===== config.mk =====
export PLATFORM = sky130hd
export DESIGN_NAME = phy_next_page_and_status_regs
export DESIGN_NICKNAME = d
export VERILOG_FILES = /design/src/shared/phy_np_status_pkg.sv /design/src/verilog/phy_next_page_and_status_regs.sv
export SDC_FILE = /design/constraint.sdc
export NUM_CORES = 1
export LEC_CHECK = 0
export BUFFER_PORTS_ARGS = -buffer_cell sky130_fd_sc_hd__buf_2
export CORE_ASPECT_RATIO = 1.1
export CORE_UTILIZATION = 43
export DETAILED_ROUTE_END_ITERATION = 7
export PLACE_DENSITY_LB_ADDON = 0.12
export SLEW_MARGIN = 20
export SYNTH_ARGS = -nofsm -noshare
export SYNTH_HDL_FRONTEND = slang
export SYNTH_SLANG_ARGS = --single-unit

===== constraint.sdc =====
create_clock -name i_clk -period 1.1 [get_ports i_clk]
set_clock_uncertainty 0.15 [all_clocks]
set_input_delay 0.055 -clock i_clk [delete_from_list [all_inputs] [get_ports i_clk]]
set_output_delay 0.055 -clock i_clk [all_outputs]
set_load 0.005 [all_outputs]

===== src/shared/phy_np_status_pkg.sv =====
// Package: register map, field positions and carrier structs for the page/status bank
package phy_np_status_pkg;

  // ---------------------------------------------------------------
  // Register addresses on the management port
  // ---------------------------------------------------------------
  localparam logic [4:0]  NPT_ADDR           = 5'h07;
  localparam logic [4:0]  DLS_ADDR           = 5'h1c;

  // ---------------------------------------------------------------
  // Next-page transmit register fields
  // ---------------------------------------------------------------
  localparam int          NPT_NEXT_PAGE_BIT  = 15;
  localparam int          NPT_ACK_BIT        = 14;
  localparam int          NPT_MESSAGE_BIT    = 13;
  localparam int          NPT_COMPLY_BIT     = 12;
  localparam int          NPT_TOGGLE_BIT     = 11;
  localparam int          NPT_CODE_MSB       = 10;
  localparam logic [15:0] NPT_RESET          = 16'h0000;
  localparam logic [15:0] NPT_WRITE_MASK     = 16'hb7ff;

  // ---------------------------------------------------------------
  // Device link status register fields
  // ---------------------------------------------------------------
  localparam int          DLS_MISSING_DELIM  = 8;
  localparam int          DLS_CODE_VIOL      = 7;
  localparam int          DLS_POLARITY       = 6;
  localparam int          DLS_DISCONNECT     = 5;
  localparam int          DLS_UNLOCKED       = 4;
  localparam int          DLS_FALSE_CARRIER  = 3;
  localparam int          DLS_FORCED_JAM     = 2;
  localparam int          DLS_FAST_LINK      = 1;
  localparam int          DLS_SLOW_LINK      = 0;
  localparam int          NUM_LATCHED        = 6;
  localparam logic [15:0] DLS_RESET          = 16'h0000;

  // ---------------------------------------------------------------
  // Carriers
  // ---------------------------------------------------------------
  // Management access: one-cycle strobes with address and data
  typedef struct packed {
    logic        rd;
    logic        wr;
    logic [4:0]  addr;
    logic [15:0] wdata;
  } mgmt_req_s;

  // Datapath event pulses, one cycle each, order matches latched bits 8,7,5,4,3,2
  typedef struct packed {
    logic missing_delimiter;
    logic code_violation;
    logic disconnect;
    logic scrambler_unlock;
    logic false_carrier;
    logic forced_jam;
  } dp_events_s;

  // Datapath levels
  typedef struct packed {
    logic speed_100;
    logic polarity_reversed;
    logic fast_link_up;
    logic slow_link_up;
    logic lcw_ack;
    logic lcw_toggle;
    logic page_exchanged;
    logic base_toggle;
    logic base_sent;
  } dp_levels_s;

endpackage


===== src/verilog/phy_next_page_and_status_regs.sv =====
// Module: next-page transmit and device link status management registers
//
// Behaviour
// - Bit 15 next-page flag: 0 last page
// - Bit 14 shows acknowledge from link word
// - Bit 13 selects unformatted or message page
// - Bit 12 comply capability flag, writable
// - Bit 11 reads inverse of previous toggle
// - First next page toggle inverts base bit11
// - Bits 10:0 writable eleven-bit code field
// - Missing delimiter sets bit 8 at 10M
// - Latched error flags clear on read/reset
// - Manchester violation sets bit 7 at 10M
// - Bit 6 polarity reversal at 10M when fix enabled
// - Disconnect latches bit 5 at 100M
// - Scrambler unlock latches bit 4 at 100M
// - False carrier latches bit 3 at 100M
// - Forced jam latches bit 2 at 100M
// - Bit 1 shows fast link up
// - Bit 0 shows slow link up
`timescale 1ns/1ns

module phy_next_page_and_status_regs
  import phy_np_status_pkg::*;
(
  // Clock, reset, enable
  input  wire logic        i_clk,
  input  wire logic        i_reset_n,
  input  wire logic        i_clk_en,
  // Management access
  input  wire mgmt_req_s   i_mgmt,
  output logic [15:0]      o_rdata,
  output logic             o_rvalid,
  // Datapath inputs
  input  wire dp_events_s  i_events,
  input  wire dp_levels_s  i_levels,
  input  wire logic        i_polarity_fix_enable,
  // Page contents toward the arbitration function
  output logic [15:0]      o_next_page_word
);

  // ---------------------------------------------------------------
  // State
  // ---------------------------------------------------------------
  typedef struct packed {
    logic [15:0]            npt;
    logic                   toggle;
    logic [NUM_LATCHED-1:0] latched;
    logic [15:0]            rdata;
    logic                   rvalid;
  } state_s;

  state_s state_q;
  state_s state_d;

  logic [NUM_LATCHED-1:0] ev_vec;
  logic [15:0]            status_view;

  // Decode used for both read and write paths
  function automatic logic hit(input logic [4:0] a, input logic [4:0] reg_addr);
    hit = (a == reg_addr);
  endfunction

  // ---------------------------------------------------------------
  // Event qualification
  // ---------------------------------------------------------------
  always_comb begin
    ev_vec[5] = i_events.missing_delimiter & ~i_levels.speed_100;
    ev_vec[4] = i_events.code_violation & ~i_levels.speed_100;
    ev_vec[3] = i_events.disconnect & i_levels.speed_100;
    ev_vec[2] = i_events.scrambler_unlock & i_levels.speed_100;
    ev_vec[1] = i_events.false_carrier & i_levels.speed_100;
    ev_vec[0] = i_events.forced_jam & i_levels.speed_100;
  end

  // ---------------------------------------------------------------
  // Read view of the status register
  // ---------------------------------------------------------------
  always_comb begin
    status_view                    = DLS_RESET;
    status_view[DLS_MISSING_DELIM] = state_q.latched[5];
    status_view[DLS_CODE_VIOL]     = state_q.latched[4];
    // Meaningless at 100M, so masked there
    status_view[DLS_POLARITY]      = i_polarity_fix_enable & i_levels.polarity_reversed
                                     & ~i_levels.speed_100;
    status_view[DLS_DISCONNECT]    = state_q.latched[3];
    status_view[DLS_UNLOCKED]      = state_q.latched[2];
    status_view[DLS_FALSE_CARRIER] = state_q.latched[1];
    status_view[DLS_FORCED_JAM]    = state_q.latched[0];
    status_view[DLS_FAST_LINK]     = i_levels.fast_link_up;
    status_view[DLS_SLOW_LINK]     = i_levels.slow_link_up;
  end

  // ---------------------------------------------------------------
  // Next state
  // ---------------------------------------------------------------
  always_comb begin
    state_d        = state_q;
    state_d.rvalid = 1'b0;
    // Writable fields only; bits 14 and 11 and the whole status register drop writes
    if (i_mgmt.wr && hit(i_mgmt.addr, NPT_ADDR)) begin
      state_d.npt = i_mgmt.wdata & NPT_WRITE_MASK;
    end
    // Toggle: first page inverts base word bit 11, later pages invert the last one
    if (i_levels.page_exchanged) begin
      state_d.toggle = ~i_levels.lcw_toggle;
    end else if (i_levels.base_sent) begin
      state_d.toggle = ~i_levels.base_toggle;
    end
    if (i_mgmt.rd) begin
      state_d.rvalid = 1'b1;
      if (hit(i_mgmt.addr, NPT_ADDR)) begin
        state_d.rdata = o_next_page_word;
      end else if (hit(i_mgmt.addr, DLS_ADDR)) begin
        state_d.rdata = status_view;
        // Clear on read, but a same-cycle event stays set
        state_d.latched = ev_vec;
      end else begin
        state_d.rdata = 16'h0000;
      end
    end
    // Events always win over a clear
    state_d.latched = state_d.latched | ev_vec;
  end

  always_ff @(posedge i_clk or negedge i_reset_n) begin
    if (!i_reset_n) begin
      state_q.npt     <= NPT_RESET;
      state_q.toggle  <= 1'b0;
      state_q.latched <= '0;
      state_q.rdata   <= 16'h0000;
      state_q.rvalid  <= 1'b0;
    end else if (i_clk_en) begin
      state_q <= state_d;
    end
  end

  // ---------------------------------------------------------------
  // Outputs
  // ---------------------------------------------------------------
  always_comb begin
    o_next_page_word                 = state_q.npt;
    o_next_page_word[NPT_ACK_BIT]    = i_levels.lcw_ack;
    o_next_page_word[NPT_TOGGLE_BIT] = state_q.toggle;
  end

  assign o_rdata  = state_q.rdata;
  assign o_rvalid = state_q.rvalid;

endmodule


==> qor.yml <==
run_status: "finished with violations"
violations: "setup timing"
yosys_register_bits: 38
cts_sinks: 38
max_cap_violations: 0
post_route_cells_drive_above_1_share_pct: 48.7
iter_0_drt_violations: 66
layout_setup_ws_ps: -145
fin_hold_ws_ps: 23.1
yosysSeqAreaShare_pct: 50.5
synth_top_area_share_pct: 50.5
cts_htree_levels: 2
worst-endpoint-required_ps: 1110
fillerInstances: 349
clockRootBuffer: "clkbuf_8"
yosysTopAreaCell: "dfrtp_1"
die_area_um2: 4650
synth_compound_area_share_pct: 11.4
post_synth_fa_ha_maj_area_fraction_pct: 0
grt_antenna_before_repair: 0
port-buffer-count: 72
final_cell_area_um2: 2790
grt_max_degree: 39
path_buf_inv: 2
die_w_um: 65.1
p_leak_nw: 1.44
hold_crit_path_type: "input port to flop"
yosys_most_used_dff: "dfrtp_1"
worst-slew-pin-transition_ps: 500
antennaDiodeCount: 0
drt-vias-per-instance: 4.87
coreArea_um2: 4080
grt_setup_unrepaired: "true"
internal_reg_to_reg_setup_slack_ps: -50
grt_first_pass_wirelength_mm: 7.87
cp_cell_sequence: "buf_6 -> or3b_4 -> nor3_4 -> buf_6 -> mux2_4"
cts.path.max_buffers: 2
ant_nets: 0
avgRoutedWirePerCell_um: 14.7
area_of_the_multi_input_gates_um2: 707
synth_top_family_by_area: "buffers and inverters"
drc_violation_count_after_routing: 0
post-synth-top-count-cell: "dfrtp_1"
synth_area_um2: 1880
worst_r2r_path_depth: 3
cts_tree: "yes"
ff_latch_area_um2: 951
die_h_um: 71.4
worst_skew_pair.late_latency_ps: 280
cp.depth: 5
crit-reg2reg-launch: "o_next_page_word[2]"
finalHoldViolCount: 0
placement_rows: 24
cp-end-kind: "flop"
first_global_vias: 1678
fin_crit_sh_pct: 113
yosys.area_share.simple_pct: 14.2
boundaryPins: 75
areaGrowthSynthToFinish_pct: 48.3
critPathSlowestCell: "or3b_4"
synthTopCellsByArea: "dfrtp_1 50%, buf_4 13%, mux2_2 8.4%"
max-vdd-ir-drop_v: 0.000899
worst-setup-path-type: "input port to flop"
worstPathArrival_ps: 1260
synthCells: 174
yosys-top-cells-count: "38 x dfrtp_1, 32 x buf_4, 21 x nand2_1"
initial_core_util_pct: 46.1
gr-usage-all-layers_pct: 22.4
cp_common_cell: "buf_6"
reg2reg_to: "o_rdata[2]"
timing.max_slew.rel_slack_pct: 66.6
synth.lib_cells_used.distinct: 29
critical_path.max_stage_delay_ps: 410
gp_congestion: 0.790
power-per-cell-area_nw_per_um2: 1150
yosysWarningCount: 0
post-dp-hpwl_mm: 3.30
slew_viol_final: 0
synth-edff-count: 0
whs_path_depth: 3
dpl_cell_area_um2: 2240
cp_max_fo: 6
cts_buffers: 5
global_route.overflow_total: 0
drtPass1Iterations: 4
mappedNetlistNets: 216
cp_top_family: "simple AND/OR/NAND/NOR gates"
startpoint_type: "input port"
syn_avg_cell_area_um2: 10.8
synth-async-reset-ratio_pct: 100
fraction_of_synthesized_area_in_multiplexers_pct: 8.37
min_from: "i_mgmt[17]"
via_count: 1582
wl_mm: 4.77
max_freq_ghz: 0.803
min_to: "o_rdata[3]"
cts.reportedPaths.clkPinSlew_ps: 70
place_worst_setup_slack_ps: -482
final_period_minus_worst_setup_slack_ps: 1250
synthXorXnorAreaFrac_pct: 0
setup_violations: 24
final_net_count: 314
[kinds of logic (layout without fill, tap and decap cells)]
group / count (synthesis) / after routing
buffers and inverters: 44 / 143
AND/OR/NAND/NOR: 46 / 46
AO/OA/AOI/OAI: 32 / 32
flip-flops: 38 / 38
multiplexers: 14 / 14
[cells in the final DEF (no fill, tap or decap), types with 3 or more instances in the layout]
master	instances
buf_2	64
dfrtp_1	38
dlygate4sd3_1	32
nand2_1	20
buf_4	17
buf_6	15
mux2_4	11
o21ai_1	11
inv_1	6
and2b_2	6
clkbuf_8	6
o21ai_0	5
a32oi_1	5
nand3_1	4
and2_0	3
a221o_1	3
mux2_2	3
[worst min-delay path, cell delays in order]
cell,delay (ps)
buf_2,110
or4_4,190
o21ai_1,70
[power breakdown]
group / switching [W] / internal [W] / total, W / leakage [nW]
combinational: 0.000241 / 0.000428 / 0.000669 / 0.902
clock: 0.000460 / 0.000505 / 0.000966 / 0.0482
sequential: 0.0000707 / 0.00150 / 0.00157 / 0.486
total: 0.000772 / 0.00243 / 0.00320 / 1.44
[metrics by stage]
step	instances	setup TNS, ps	util (%)	total power, W
2_1_floorplan	174	-4610	-	0.00186
3_3_place_gp	284	-11470	54.8	0.00204
3_5_place_dp	284	-12600	54.8	0.00206
4_1_cts	325	-1960	67.4	0.00321
5_1_grt	325	-3240	68.4	0.00334
6_report	325	-2000	68.4	0.00320
[layout make-up]
cell class	count	share of cell area, %
repair buffers	129	34.3
flip-flops and latches	38	34.0
multi-input cells	92	25.3
clock buffers	7	3.09
well taps	52	2.33
inverters	6	0.806
clock inverters	1	0.179
[routing by layer]
layer,wire (µm),global-route usage (%)
met5,0,0
met4,69,6.28
met3,243,4.62
met2,2430,38.4
met1,2030,28.5
[flip-flops by register name (all words and copies together) (netlist names)]
name and count:
o_rvalid 1, o_rdata 16, state_q 6, o_next_page_word 15
[how the worst max path moves through the flow]
stage / startpoint / to / slack (ps)
final: i_mgmt[19] / o_next_page_word[4] / -150
after global placement: i_mgmt[19] / o_next_page_word[0] / -430
after CTS: i_mgmt[19] / o_next_page_word[7] / -160
after detailed placement: i_mgmt[19] / o_next_page_word[4] / -480
after global routing: i_mgmt[19] / o_next_page_word[12] / -210
after floorplan: i_mgmt[19] / o_next_page_word[0] / -340
[what timing repair did]
item | CTS | global route
hold buffers | 32 | 0
gates resized for setup | 26 | 16
hold endpoints to repair | 64 | 0
buffers inserted | 1 | 0
pin swaps | 1 | 3
setup endpoints to repair | 35 | 36
Note: power is estimated with default switching activity, not from simulation.
